--- src/design/ssw_pkg.sv ---
/*
 Constants, register map and carrier types for the supply supervisor with
 watchdog. Assumes a 20 MHz core clock and a plain one-cycle register port.
*/
// Notes on behaviour
// RL1 - Supply below detect level drives the reset output low, watchdog or not.
// RL2 - After supply returns, reset stays low for the release delay, then releases.
// RL3 - No kick edge within the timeout gives a reset pulse of release delay length.
// RL4 - Kick input is pulled low, so an open kick pin gives periodic resets.
// RL5 - Timeout is one of 1.6 s, 800, 400, 200, 100 or 50 ms.
// RL6 - Release delay is one of 400, 200, 100, 50 or 3.13 ms.
// RL7 - High-active enable: low level stops only the watchdog, detection continues.
// RL8 - Low-active enable: high level stops only the watchdog, detection continues.
// RL9 - When supply and enable both return, full release delay still applies.
// RL10 - Watchdog restarts timing at once when supply is good and enable active.
// RL11 - Reset is entered a short detect delay after the supply falls.
// RL12 - Kick edges inside a blanking time of at most 900 us are ignored.
// RL13 - Processor holds each kick level at least 300 ns.
// RL14 - High-active enable with pull-up: open pin leaves the watchdog on.
// RL15 - Low-active enable with pull-down: open pin leaves the watchdog on.
// RL16 - Integrator chooses a release delay no longer than the timeout.
// RL17 - While supply is low, reset stays low whatever kick or enable do.
// RL18 - Each accepted kick edge restarts the timeout count from zero.
package ssw_pkg;

	// Clock and counter width
	localparam int unsigned CLK_PERIOD_NS = 50;
	localparam int unsigned CW            = 26;

	// Watchdog timeouts in microseconds
	localparam int unsigned TO_1600_US = 1600000;
	localparam int unsigned TO_800_US  = 800000;
	localparam int unsigned TO_400_US  = 400000;
	localparam int unsigned TO_200_US  = 200000;
	localparam int unsigned TO_100_US  = 100000;
	localparam int unsigned TO_50_US   = 50000;
	localparam logic [CW-1:0] TO_1600_CYC = CW'(TO_1600_US * 1000 / CLK_PERIOD_NS);
	localparam logic [CW-1:0] TO_800_CYC  = CW'(TO_800_US * 1000 / CLK_PERIOD_NS);
	localparam logic [CW-1:0] TO_400_CYC  = CW'(TO_400_US * 1000 / CLK_PERIOD_NS);
	localparam logic [CW-1:0] TO_200_CYC  = CW'(TO_200_US * 1000 / CLK_PERIOD_NS);
	localparam logic [CW-1:0] TO_100_CYC  = CW'(TO_100_US * 1000 / CLK_PERIOD_NS);
	localparam logic [CW-1:0] TO_50_CYC   = CW'(TO_50_US * 1000 / CLK_PERIOD_NS);

	// Release delays in microseconds (3.13 ms as 3130 us)
	localparam int unsigned RD_400_US = 400000;
	localparam int unsigned RD_200_US = 200000;
	localparam int unsigned RD_100_US = 100000;
	localparam int unsigned RD_50_US  = 50000;
	localparam int unsigned RD_3_US   = 3130;
	localparam logic [CW-1:0] RD_400_CYC = CW'(RD_400_US * 1000 / CLK_PERIOD_NS);
	localparam logic [CW-1:0] RD_200_CYC = CW'(RD_200_US * 1000 / CLK_PERIOD_NS);
	localparam logic [CW-1:0] RD_100_CYC = CW'(RD_100_US * 1000 / CLK_PERIOD_NS);
	localparam logic [CW-1:0] RD_50_CYC  = CW'(RD_50_US * 1000 / CLK_PERIOD_NS);
	localparam logic [CW-1:0] RD_3_CYC   = CW'(RD_3_US * 1000 / CLK_PERIOD_NS);

	// Detect delay, longest 33 us, rounded down
	localparam int unsigned   DET_NS  = 33000;
	localparam logic [CW-1:0] DET_CYC = CW'(DET_NS / CLK_PERIOD_NS);

	// Kick blanking, at most 900 us, rounded down
	localparam int unsigned   BLANK_US  = 900;
	localparam logic [CW-1:0] BLANK_CYC = CW'(BLANK_US * 1000 / CLK_PERIOD_NS);

	// Register byte offsets
	localparam logic [7:0] OFS_CTRL     = 8'h00;
	localparam logic [7:0] OFS_STATUS   = 8'h04;
	localparam logic [7:0] OFS_INT_STAT = 8'h08;
	localparam logic [7:0] OFS_INT_CLR  = 8'h0C;
	localparam logic [7:0] OFS_INT_EN   = 8'h10;

	// Interrupt bit positions
	localparam int unsigned IRQ_DROP    = 0;
	localparam int unsigned IRQ_TIMEOUT = 1;
	localparam int unsigned IRQ_RELEASE = 2;

	// Control register layout, bits [15:0]
	typedef struct packed {
		logic [5:0] rsvd;
		logic       en_pull;
		logic       en_active_low;
		logic       rsvd_b;
		logic [2:0] rel_sel;
		logic       rsvd_a;
		logic [2:0] to_sel;
	} ssw_ctrl_t;

	localparam logic [15:0] CTRL_RESET   = 16'h0000;
	localparam logic [2:0]  INT_EN_RESET = 3'h0;

	// Supervisor states
	typedef enum logic [1:0] {
		ST_RUN   = 2'b00,
		ST_DFALL = 2'b01,
		ST_LOW   = 2'b10,
		ST_HOLD  = 2'b11
	} ssw_state_t;

endpackage

--- src/design/ssw_kick_filter.sv ---
/*
 Kick input conditioner: pull-down model, two-flop synchroniser, edge
 detection and blanking. Assumes the kick pin is asynchronous to core_clk_in.
*/
`timescale 1ns/1ps
`default_nettype none
module ssw_kick_filter #(
	parameter logic [ssw_pkg::CW-1:0] P_BLANK_CYC = ssw_pkg::BLANK_CYC
) (
	// Clock and reset
	input  wire logic core_clk_in,
	input  wire logic rst_in,
	// Pin side
	input  wire logic kick_input_in,
	input  wire logic kick_float_in,
	// Core side
	output logic      kick_edge_out
);

	logic [1:0]              sync1_ff;
	logic [1:0]              sync2_ff;
	logic                    pin_lvl;
	logic                    last_ff;
	logic [ssw_pkg::CW-1:0]  blank_ff;
	logic                    raw_edge;

	////////////////////////////////////////////////////////////////////////
	// Level and open flag synchronised apart; gating raw pins could glitch
	always_ff @(posedge core_clk_in or posedge rst_in)
	begin
		if (rst_in)
		begin
			sync1_ff <= 2'b00;
			sync2_ff <= 2'b00;
		end
		else
		begin
			sync1_ff <= {kick_float_in, kick_input_in};
			sync2_ff <= sync1_ff;
		end
	end

	// Open pin reads low through the internal pull-down
	assign pin_lvl = sync2_ff[0] & ~sync2_ff[1]; // RL4

	// Level tracked always, so a bounce settles back without a late edge
	always_ff @(posedge core_clk_in or posedge rst_in)
	begin
		if (rst_in)
			last_ff <= 1'b0;
		else
			last_ff <= pin_lvl;
	end

	assign raw_edge = pin_lvl ^ last_ff;

	// Blanking window opened by each accepted edge
	always_ff @(posedge core_clk_in or posedge rst_in)
	begin
		if (rst_in)
			blank_ff <= '0;
		else if (raw_edge && blank_ff == '0)
			blank_ff <= P_BLANK_CYC; // RL12
		else if (blank_ff != '0)
			blank_ff <= blank_ff - 1'b1;
	end

	assign kick_edge_out = raw_edge && blank_ff == '0; // RL12
endmodule
`default_nettype wire

--- src/design/ssw_top.sv ---
/*
 Supply supervisor with watchdog: reset state machine, watchdog counter,
 register port and interrupt. Assumes a supply comparator level, enable and
 kick pins arriving asynchronously, and an external pull-up on the reset pin.
*/
`timescale 1ns/1ps
`default_nettype none
module ssw_top #(
	parameter logic [ssw_pkg::CW-1:0] P_TO_1600_CYC = ssw_pkg::TO_1600_CYC,
	parameter logic [ssw_pkg::CW-1:0] P_TO_800_CYC  = ssw_pkg::TO_800_CYC,
	parameter logic [ssw_pkg::CW-1:0] P_TO_400_CYC  = ssw_pkg::TO_400_CYC,
	parameter logic [ssw_pkg::CW-1:0] P_TO_200_CYC  = ssw_pkg::TO_200_CYC,
	parameter logic [ssw_pkg::CW-1:0] P_TO_100_CYC  = ssw_pkg::TO_100_CYC,
	parameter logic [ssw_pkg::CW-1:0] P_TO_50_CYC   = ssw_pkg::TO_50_CYC,
	parameter logic [ssw_pkg::CW-1:0] P_RD_400_CYC  = ssw_pkg::RD_400_CYC,
	parameter logic [ssw_pkg::CW-1:0] P_RD_200_CYC  = ssw_pkg::RD_200_CYC,
	parameter logic [ssw_pkg::CW-1:0] P_RD_100_CYC  = ssw_pkg::RD_100_CYC,
	parameter logic [ssw_pkg::CW-1:0] P_RD_50_CYC   = ssw_pkg::RD_50_CYC,
	parameter logic [ssw_pkg::CW-1:0] P_RD_3_CYC    = ssw_pkg::RD_3_CYC,
	parameter logic [ssw_pkg::CW-1:0] P_BLANK_CYC   = ssw_pkg::BLANK_CYC
) (
	// Clock and reset
	input  wire logic        core_clk_in,
	input  wire logic        rst_in,
	// Supply comparator, high while supply is above release level
	input  wire logic        supply_ok_in,
	// Watchdog pins
	input  wire logic        kick_input_in,
	input  wire logic        kick_float_in,
	input  wire logic        en_pin_in,
	input  wire logic        en_float_in,
	// Open-drain reset pin
	input  wire logic        reset_out_n_in,
	output logic             reset_out_n_out,
	output logic             reset_out_n_oe_out,
	// Register port
	input  wire logic [7:0]  reg_addr_in,
	input  wire logic [31:0] reg_wdata_in,
	input  wire logic        reg_wr_in,
	input  wire logic        reg_rd_in,
	output logic [31:0]      reg_rdata_out,
	// Interrupt
	output logic             irq_out
);

	localparam int unsigned CW = ssw_pkg::CW;

	ssw_pkg::ssw_ctrl_t  ctrl_ff;
	ssw_pkg::ssw_state_t state_ff;
	ssw_pkg::ssw_state_t nxt_state;
	logic [3:0]          sync1_ff;
	logic [3:0]          sync2_ff;
	logic [CW-1:0]       cnt_ff;
	logic [CW-1:0]       wd_cnt_ff;
	logic [CW-1:0]       to_cyc;
	logic [CW-1:0]       rel_cyc;
	logic [2:0]          int_stat_ff;
	logic [2:0]          int_en_ff;
	logic [2:0]          int_set;
	logic [31:0]         rdata_ff;
	logic                supply_s;
	logic                en_s;
	logic                en_float_s;
	logic                pin_s;
	logic                wd_on;
	logic                kick_edge;
	logic                wd_expire;

	////////////////////////////////////////////////////////////////////////
	// Two-flop synchronisers for every asynchronous level
	always_ff @(posedge core_clk_in or posedge rst_in)
	begin
		if (rst_in)
		begin
			sync1_ff <= 4'h0;
			sync2_ff <= 4'h0;
		end
		else
		begin
			sync1_ff <= {reset_out_n_in, en_float_in, en_pin_in, supply_ok_in};
			sync2_ff <= sync1_ff;
		end
	end

	assign supply_s   = sync2_ff[0];
	assign en_s       = sync2_ff[1];
	assign en_float_s = sync2_ff[2];
	assign pin_s      = sync2_ff[3];

	// Kick conditioning lives in its own module
	ssw_kick_filter #(
		.P_BLANK_CYC(P_BLANK_CYC)
	) u_kick (
		.core_clk_in  (core_clk_in),
		.rst_in       (rst_in),
		.kick_input_in(kick_input_in),
		.kick_float_in(kick_float_in),
		.kick_edge_out(kick_edge)
	);

	////////////////////////////////////////////////////////////////////////
	// Enable decode; an open pin with pull fitted counts as active
	always_comb
	begin
		if (en_float_s && ctrl_ff.en_pull)
			wd_on = 1'b1; // RL14 RL15
		else if (ctrl_ff.en_active_low)
			wd_on = ~en_s; // RL8
		else
			wd_on = en_s; // RL7
	end

	// Timeout selection; codes above five fall back to the shortest
	always_comb
	begin
		case (ctrl_ff.to_sel) // RL5
			3'h0:    to_cyc = P_TO_1600_CYC;
			3'h1:    to_cyc = P_TO_800_CYC;
			3'h2:    to_cyc = P_TO_400_CYC;
			3'h3:    to_cyc = P_TO_200_CYC;
			3'h4:    to_cyc = P_TO_100_CYC;
			default: to_cyc = P_TO_50_CYC;
		endcase
	end

	// Release delay selection; codes above four fall back to 3.13 ms
	always_comb
	begin
		case (ctrl_ff.rel_sel) // RL6
			3'h0:    rel_cyc = P_RD_400_CYC;
			3'h1:    rel_cyc = P_RD_200_CYC;
			3'h2:    rel_cyc = P_RD_100_CYC;
			3'h3:    rel_cyc = P_RD_50_CYC;
			default: rel_cyc = P_RD_3_CYC;
		endcase
	end

	////////////////////////////////////////////////////////////////////////
	// Watchdog counter only runs while released, enabled and supplied
	assign wd_expire = state_ff == ssw_pkg::ST_RUN && wd_on && supply_s && !kick_edge
		&& wd_cnt_ff == to_cyc - 1'b1;

	always_ff @(posedge core_clk_in or posedge rst_in)
	begin
		if (rst_in)
			wd_cnt_ff <= '0;
		else if (state_ff != ssw_pkg::ST_RUN || !wd_on)
			wd_cnt_ff <= '0; // RL7 RL8 RL10
		else if (kick_edge || wd_expire)
			wd_cnt_ff <= '0; // RL18
		else
			wd_cnt_ff <= wd_cnt_ff + 1'b1; // RL3
	end

	////////////////////////////////////////////////////////////////////////
	// Reset sequencing; supply loss outranks every watchdog event
	always_comb
	begin
		nxt_state = state_ff;
		case (state_ff)
			ssw_pkg::ST_RUN:
				if (!supply_s)
					nxt_state = ssw_pkg::ST_DFALL; // RL11
				else if (wd_expire)
					nxt_state = ssw_pkg::ST_HOLD; // RL3
			ssw_pkg::ST_DFALL:
				if (supply_s)
					nxt_state = ssw_pkg::ST_RUN;
				else if (cnt_ff == ssw_pkg::DET_CYC - 1'b1)
					nxt_state = ssw_pkg::ST_LOW; // RL1 RL11
			ssw_pkg::ST_LOW:
				if (supply_s)
					nxt_state = ssw_pkg::ST_HOLD; // RL2 RL9
			ssw_pkg::ST_HOLD:
				if (!supply_s)
					nxt_state = ssw_pkg::ST_LOW; // RL17
				else if (cnt_ff == rel_cyc - 1'b1)
					nxt_state = ssw_pkg::ST_RUN; // RL2
			default:
				nxt_state = ssw_pkg::ST_LOW;
		endcase
	end

	// Power-up starts in the low state, as a cold supply would
	always_ff @(posedge core_clk_in or posedge rst_in)
	begin
		if (rst_in)
			state_ff <= ssw_pkg::ST_LOW;
		else
			state_ff <= nxt_state;
	end

	// Shared counter for detect delay and release delay
	always_ff @(posedge core_clk_in or posedge rst_in)
	begin
		if (rst_in)
			cnt_ff <= '0;
		else if (nxt_state != state_ff)
			cnt_ff <= '0;
		else if (state_ff == ssw_pkg::ST_DFALL || state_ff == ssw_pkg::ST_HOLD)
			cnt_ff <= cnt_ff + 1'b1;
	end

	// Open drain: pull low in the low and hold states only
	assign reset_out_n_out    = 1'b0;
	assign reset_out_n_oe_out = state_ff[1]; // RL1 RL17

	////////////////////////////////////////////////////////////////////////
	// Register writes
	always_ff @(posedge core_clk_in or posedge rst_in)
	begin
		if (rst_in)
		begin
			ctrl_ff   <= ssw_pkg::CTRL_RESET;
			int_en_ff <= ssw_pkg::INT_EN_RESET;
		end
		else if (reg_wr_in)
		begin
			if (reg_addr_in == ssw_pkg::OFS_CTRL)
				ctrl_ff <= reg_wdata_in[15:0] & 16'h0377;
			else if (reg_addr_in == ssw_pkg::OFS_INT_EN)
				int_en_ff <= reg_wdata_in[2:0];
		end
	end

	// Sticky events; a new event wins over a same-cycle clear
	always_comb
	begin
		int_set = 3'h0;
		int_set[ssw_pkg::IRQ_DROP]    = nxt_state == ssw_pkg::ST_LOW
			&& state_ff != ssw_pkg::ST_LOW;
		int_set[ssw_pkg::IRQ_TIMEOUT] = wd_expire;
		int_set[ssw_pkg::IRQ_RELEASE] = state_ff == ssw_pkg::ST_HOLD
			&& nxt_state == ssw_pkg::ST_RUN;
	end

	always_ff @(posedge core_clk_in or posedge rst_in)
	begin
		if (rst_in)
			int_stat_ff <= 3'h0;
		else if (reg_wr_in && reg_addr_in == ssw_pkg::OFS_INT_CLR)
			int_stat_ff <= (int_stat_ff & ~reg_wdata_in[2:0]) | int_set;
		else
			int_stat_ff <= int_stat_ff | int_set;
	end

	assign irq_out = |(int_stat_ff & int_en_ff);

	// Read data stands for one cycle only; unmapped reads return zero
	always_ff @(posedge core_clk_in or posedge rst_in)
	begin
		if (rst_in)
			rdata_ff <= 32'h0000_0000;
		else if (!reg_rd_in)
			rdata_ff <= 32'h0000_0000;
		else if (reg_addr_in == ssw_pkg::OFS_CTRL)
			rdata_ff <= {16'h0000, ctrl_ff};
		else if (reg_addr_in == ssw_pkg::OFS_STATUS)
			rdata_ff <= {26'h000_0000, state_ff, pin_s, wd_on, supply_s,
				reset_out_n_oe_out};
		else if (reg_addr_in == ssw_pkg::OFS_INT_STAT)
			rdata_ff <= {29'h0000_0000, int_stat_ff};
		else if (reg_addr_in == ssw_pkg::OFS_INT_EN)
			rdata_ff <= {29'h0000_0000, int_en_ff};
		else
			rdata_ff <= 32'h0000_0000;
	end

	assign reg_rdata_out = rdata_ff;
endmodule
`default_nettype wire

--- config.mk ---
export PLATFORM = sky130hd
export DESIGN_NAME = ssw_top
export DESIGN_NICKNAME = d
export VERILOG_FILES = /design/src/design/ssw_pkg.sv /design/src/design/ssw_kick_filter.sv /design/src/design/ssw_top.sv
export SDC_FILE = /design/constraint.sdc
export NUM_CORES = 1
export LEC_CHECK = 0
export BUFFER_PORTS_ARGS = -buffer_cell sky130_fd_sc_hd__buf_4
export CAP_MARGIN = 10
export CORE_MARGIN = 2
export CORE_UTILIZATION = 53
export CTS_CLUSTER_DIAMETER = 40
export DETAILED_ROUTE_END_ITERATION = 8
export GPL_ROUTABILITY_DRIVEN = 0
export GPL_TIMING_DRIVEN = 0
export PLACE_DENSITY_LB_ADDON = 0.08
export SLEW_MARGIN = 10
export SYNTH_ARGS = -nofsm -noshare
export SYNTH_HDL_FRONTEND = slang
export SYNTH_SLANG_ARGS = --single-unit
--- constraint.sdc ---
create_clock -name core_clk_in -period 3.8 [get_ports core_clk_in]
set_clock_uncertainty 0.15 [all_clocks]
set_input_delay 0.19 -clock core_clk_in [delete_from_list [all_inputs] [get_ports core_clk_in]]
set_output_delay 0.19 -clock core_clk_in [all_outputs]
set_load 0.01 [all_outputs]
; Word level (Yosys, flattened, before mapping)
; Cells that the tools add are included.
[classes]
n_addsub = 5
eq_ne = 20
n_mux = 24
bitwise = 10
n_reduce_logical = 27
[op_table]
columns = operator, n
row1 = two-way mux 26 bit, 6
row2 = case mux 25 bit (5 select lines), 1
row3 = case mux 23 bit (4 select lines), 1
row4 = subtractor 26 x 1 -> 26 bit (second input constant), 3
row5 = adder 26 x 1 -> 26 bit (second input constant), 2
row6 = == test 26 bit, 2
row7 = two-way mux 32 bit, 1
row8 = == test 26 x 10 -> 1 bit (second input constant), 1
row9 = zero test 26 bit, 1
row10 = nonzero test 26 bit, 1
row11 = == test 8 x 4 -> 1 bit (second input constant), 2
row12 = two-way mux 2 bit, 7
row13 = == test 3 x 2 -> 1 bit (second input constant), 4
row14 = two-way mux 10 bit, 1
row15 = logical AND 1 bit, 9
row16 = two-way mux 3 bit, 3
row17 = == test 8 x 3 -> 1 bit (second input constant), 1
row18 = == test 8 x 5 -> 1 bit (second input constant), 1
row19 = zero test 8 bit, 1
row20 = case mux 2 bit (4 select lines), 1
row21 = bitwise AND 3 bit, 2
row22 = == test 2 bit (second input constant), 3
row23 = == test 3 x 1 -> 1 bit (second input constant), 2
row24 = zero test 3 bit, 2
row25 = 18 further kinds, 28
[word_totals]
reg_bits = 139
input_bits = 50
out_inout_bits = 35
word_cells = 102

; Longest topological paths before layout
[depth]
word_depth = 14
ltp_mapped = 14
mapped_depth_nobuf = 10

; By module
; From an unflattened synthesis, not the netlist that was laid out.
[hier_totals]
cells_unflattened = 737
area_unflattened_um2 = 6846.6
[modules_own_cells]
columns = module, instances, cells_each, area_per_inst_um2
row1 = ssw_top, 1, 605, 5388.9
row2 = ssw_kick_filter, 1, 132, 1457.6

; Worst setup path before layout
; No wires, ideal clock.
[synth_path]
path_type = flip-flop to flip-flop
from = register ctrl_ff[6] (netlist bit)
to = register cnt_ff[11]
setup_ns = 0.125
arrival_ns = 3.287
t_required_ns = 3.525
slack_ns = 0.239
stages_incl_launch_ff = 14
path_buffers = 4
synth_period_minus_slack_ns = 3.561
path_cell_list = dfrtp_1 -> buf_2 -> buf_2 -> buf_2 -> or3_1 -> ha_1 -> o21ai_0 -> a21oi_1 -> a2bb2oi_1 -> or4_1 -> o311a_4 -> nor3_4 -> buf_6 -> nor3_1
[synth_between]
elab_chain_len = 9
elab_cells_between_ends = 13
classes_between = add/sub (1) / eq/ne (5) / mux (5) / reduce/logical (2)
[synth_rtl]
columns = element, line_no
row1 = "start, declared", ssw_top.sv:48  ; ssw_pkg::ssw_ctrl_t ctrl_ff;
row2 = "start signal, assigned", ssw_top.sv:214  ; ctrl_ff <= ssw_pkg::CTRL_RESET;
row3 = "start signal, assigned", ssw_top.sv:220  ; ctrl_ff <= reg_wdata_in[15:0] & 16'h0377;
row4 = == test 3 x 2 -> 1 bit (tied with other cells), ssw_top.sv:129  ; case (ctrl_ff.rel_sel)
row5 = case mux 23 bit (4 select lines) (*), ssw_top.sv:129
row6 = subtractor 26 x 1 -> 26 bit (*), ssw_top.sv:177  ; else if (cnt_ff == rel_cyc - 1'b1)
row7 = == test 26 bit (*), ssw_top.sv:177
row8 = two-way mux 2 bit (*), ssw_top.sv:177
row9 = two-way mux 2 bit (*), ssw_top.sv:175  ; if (!supply_s)
row10 = case mux 2 bit (4 select lines) (*), ssw_top.sv:160  ; case (state_ff)
row11 = inequality test 2 bit (*), ssw_top.sv:198  ; else if (nxt_state != state_ff)
row12 = two-way mux 26 bit / nonzero test 2 bit (equally long branches), -
row13 = "end signal, assigned", ssw_top.sv:201  ; cnt_ff <= cnt_ff + 1'b1;
row14 = "end, declared", ssw_top.sv:53  ; logic [CW-1:0] cnt_ff;
; Mark *: on every way between the ends. The rest lies on a longest branch, timed or not.
; A chain may end at the register's enable or synchronous reset.

; Worst setup path after layout
[layout_path]
from = register ctrl_ff[6] (netlist bit)
to = register cnt_ff[19]
; The elaborated chain is that of the path after synthesis.

==> flow_summary.toml <==
[cts]
cts-root-buf = "clkbuf_16"
cts.sinks = 116
cts.htree.levels = 4
numCtsBuffers = 17
cts_tree = "yes"
ctsLongestPathBuffers = 2
path_clk_slew_ns = 0.06
clkLatencyLatePin_ns = 0.43

[yosys]
synth-xor-area-share_pct = 8.82
yosysSeqAreaShare_pct = 45.0
muxShareOfSynthArea_pct = 2.25
synth_top_family_by_area = "simple AND/OR/NAND/NOR gates"
ys_ff_latch = 116
netlist_area_um2 = 6450
ys_warn_count = 0
synth_simple_gate_area_share_pct = 24.9
yosys.area_share.adder_pct = 0.776
synthFlopType = "dfrtp_1"
postSynthCellCount = 691
ys_types = 72
synth-compound-area-share_pct = 11.8
ys_async_sr_fraction_pct = 100
syn_avg_cell_area_um2 = 9.34
synth_edf_count = 0

[worst_hold_path]
hp-start = "reg_wr_in"
hp-class = "input pin to flip-flop"

[place]
portBuffers = 36
dp_hpwl_um = 10300

[routing]
drc = 0
drt-pass1-iter-count = 6
ant_nets = 0
wl_per_cell_um = 16.2
via_count = 5482
via_per_inst = 5.76
wl_um = 15400
drt_iter0_drc = 450

[power]
p_leak_nw = 3.36
cellPowerDensity_nw_per_um2 = 426
p_total_mw = 3.37
ir_worst_vdd_mv = 0.424

[outcome]
run_status = "finished clean"

[timing]
worstMarginPinSlew_ns = 0.994
finalCriticalPeriod_ns = 3.69
max_slew_margin_pct = 33.2
timing.hold.ws_ns = 0.0472
fmax_mhz = 271
hold_viol = 0
finalSetupViolations = 0
tns_ns = 0
grt_setup_unrepaired = "yes"
min_period_over_period_pct = 97.1
slew_violations = 0

[critical_path]
setup.worst_path.end_class = "flip-flop"
crit_required_ns = 3.99
cp_data_arrival_time_ns = 3.88
cp_max_fo = 10
cp-start-kind = "flip-flop"
reg2reg_from = "ctrl_ff[6]$_DFFE_PP0P_"
setup.worst_path.start = "ctrl_ff[6]$_DFFE_PP0P_"
critical_path_class = "flip-flop to flip-flop"

[cells_and_area]
multi_input_area_um2 = 3290
fin_nets = 846
drive_gt1_share_pct = 18.3
ff_latch_area_um2 = 2910
area_growth_pct = 22.8
fin_util_pct = 66.2
fillers = 983
n_antenna_cell = 0

[global_route]
grt.overflow.total = 0
grt_pass1_vias = 5337
antenna_found_initial = 0
grt_max_degree = 88
grt_use_total_pct = 24.7
grt_pass1_wl_um = 25500

[die]
die_h_um = 114
die_w_um = 114
core_area_um2 = 12000
start_util_pct = 53.9
boundaryPins = 85
row_count = 40
die_area_um2 = 13100

[flow_run]
drv_cap = 0
[path summary, 6_finish.rpt]
check                      slack [ns]                       end  cells after the start
max in group asynchronous        2.66     state_ff[1]$_DFF_PP1_                      4
hold reg to reg                  0.20     sync2_ff[0]$_DFF_PP0_                      0
min in group asynchronous        0.14   wd_cnt_ff[12]$_DFF_PP0_                      3
hold / removal                   0.05  int_stat_ff[1]$_DFF_PP0_                      6
setup / recovery                 0.11    cnt_ff[19]$_DFFE_PP0P_                     13
setup reg to reg                 0.11    cnt_ff[19]$_DFFE_PP0P_                     13
[cells in the mapped netlist, drive strengths merged, types with 5 or more instances]
master	number	area share (%)
a21oi	21	1.6
a22o	5	0.68
a22oi	6	0.70
a31oi	5	0.48
and2	7	0.68
and3	13	1.3
buf	37	3.9
clkbuf	15	0.87
dfrtp	115	45
inv	28	1.6
mux2	12	2.1
nand2	61	3.5
nand2b	7	0.68
nand3	18	1.4
nand4	12	1.2
nor2	76	4.4
nor2b	9	0.87
nor3	43	3.5
nor3b	10	1.2
nor4	18	1.9
o21ai	17	1.4
o22ai	6	0.58
o31ai	6	0.91
o32ai	6	0.81
or3	7	0.68
or4	6	0.70
xnor2	39	5.3
xor2	26	3.5
[metrics by stage]
| step | setup slack (ns) | instance area, um2 | cells |
|---|---|---|---|
| floorplan | 0.239 | 6540 | 714 |
| global placement | -0.888 | 6990 | 897 |
| detailed placement | -0.440 | 7020 | 898 |
| CTS | 0.0613 | 7850 | 950 |
| global route | -0.0258 | 7920 | 952 |
| finish | 0.111 | 7920 | 952 |
[timing repair]
action	4_1_cts	5_1_grt
setup buffers	2	2
resized for setup	6	16
endpoints found under the hold margin	143	0
cloned	0	1
endpoints found under the setup margin	26	46
hold buffers	18	0
pin swaps	2	4
[flip-flops by register name (all words and copies together) (netlist names)]
name and flops:
u_kick.blank_ff 26, sync2_ff 4, ctrl_ff 8, u_kick.sync2_ff 2
state_ff 2, u_kick.sync1_ff 2, u_kick.last_ff 1, sync1_ff 4
cnt_ff 26, int_en_ff 3, reg_rdata_out 9, int_stat_ff 3
wd_cnt_ff 26
[report_power, final]
part | internal (mW) | leakage, nW | switching [mW]
registers | 1.32 | 1.53 | 0.101
logic | 0.156 | 1.55 | 0.182
clock network | 1.00 | 0.278 | 0.608
total | 2.48 | 3.36 | 0.890
[cells in the final DEF, fill, tap and decap left out, drive strengths merged, types with 24 or more instances in the layout]
cell type | Yosys | layout
dfrtp | 115 | 115
buf | 37 | 77
nor2 | 76 | 76
nand2 | 61 | 61
nor3 | 43 | 43
xnor2 | 39 | 39
clkbuf | 15 | 34
inv | 28 | 30
xor2 | 26 | 26
conb | 1 | 24
[routing by layer]
layer / share of wire [%] / GRT usage [%]
met1: 46 / 33.1
met2: 46 / 38.2
met3: 6.9 / 7.36
met4: 1.7 / 9.11
met5: 0 / 0
[worst max-delay path, cell delays in order, from the launching register on]
cell and delay [ns]:
dfrtp_2 0.45, buf_4 0.19, buf_4 0.18, or3_4 0.35, ha_4 0.20, clkbuf_4 0.19
nor3b_2 0.19, o21ai_0 0.10, o2bb2ai_1 0.15, a2111o_1 0.49, o31ai_4 0.36, a221oi_4 0.16
buf_2 0.24, nor3_1 0.20
[kinds of logic (layout without fill, tap and decap cells)]
kind of cell | count (synthesis) | count (layout)
XOR/XNOR | 65 | 65
AO/OA/AOI/OAI | 104 | 105
AND/OR/NAND/NOR | 308 | 308
flip-flops | 116 | 116
adder cells (fa/ha/maj) | 4 | 4
buffers and inverters | 80 | 170
other | 1 | 24
multiplexers | 13 | 13
[final cells by class]
class / instances / share of cell area, %
inverter: 28 / 1.39
buffer: 51 / 3.95
tap: 147 / 2.32
clock inverter: 13 / 1.90
clock buffer: 19 / 5.72
timing repair buffer: 59 / 6.46
multi-input combinational: 519 / 41.6
sequential: 116 / 36.7
Note: power is estimated with default switching activity, not from simulation.
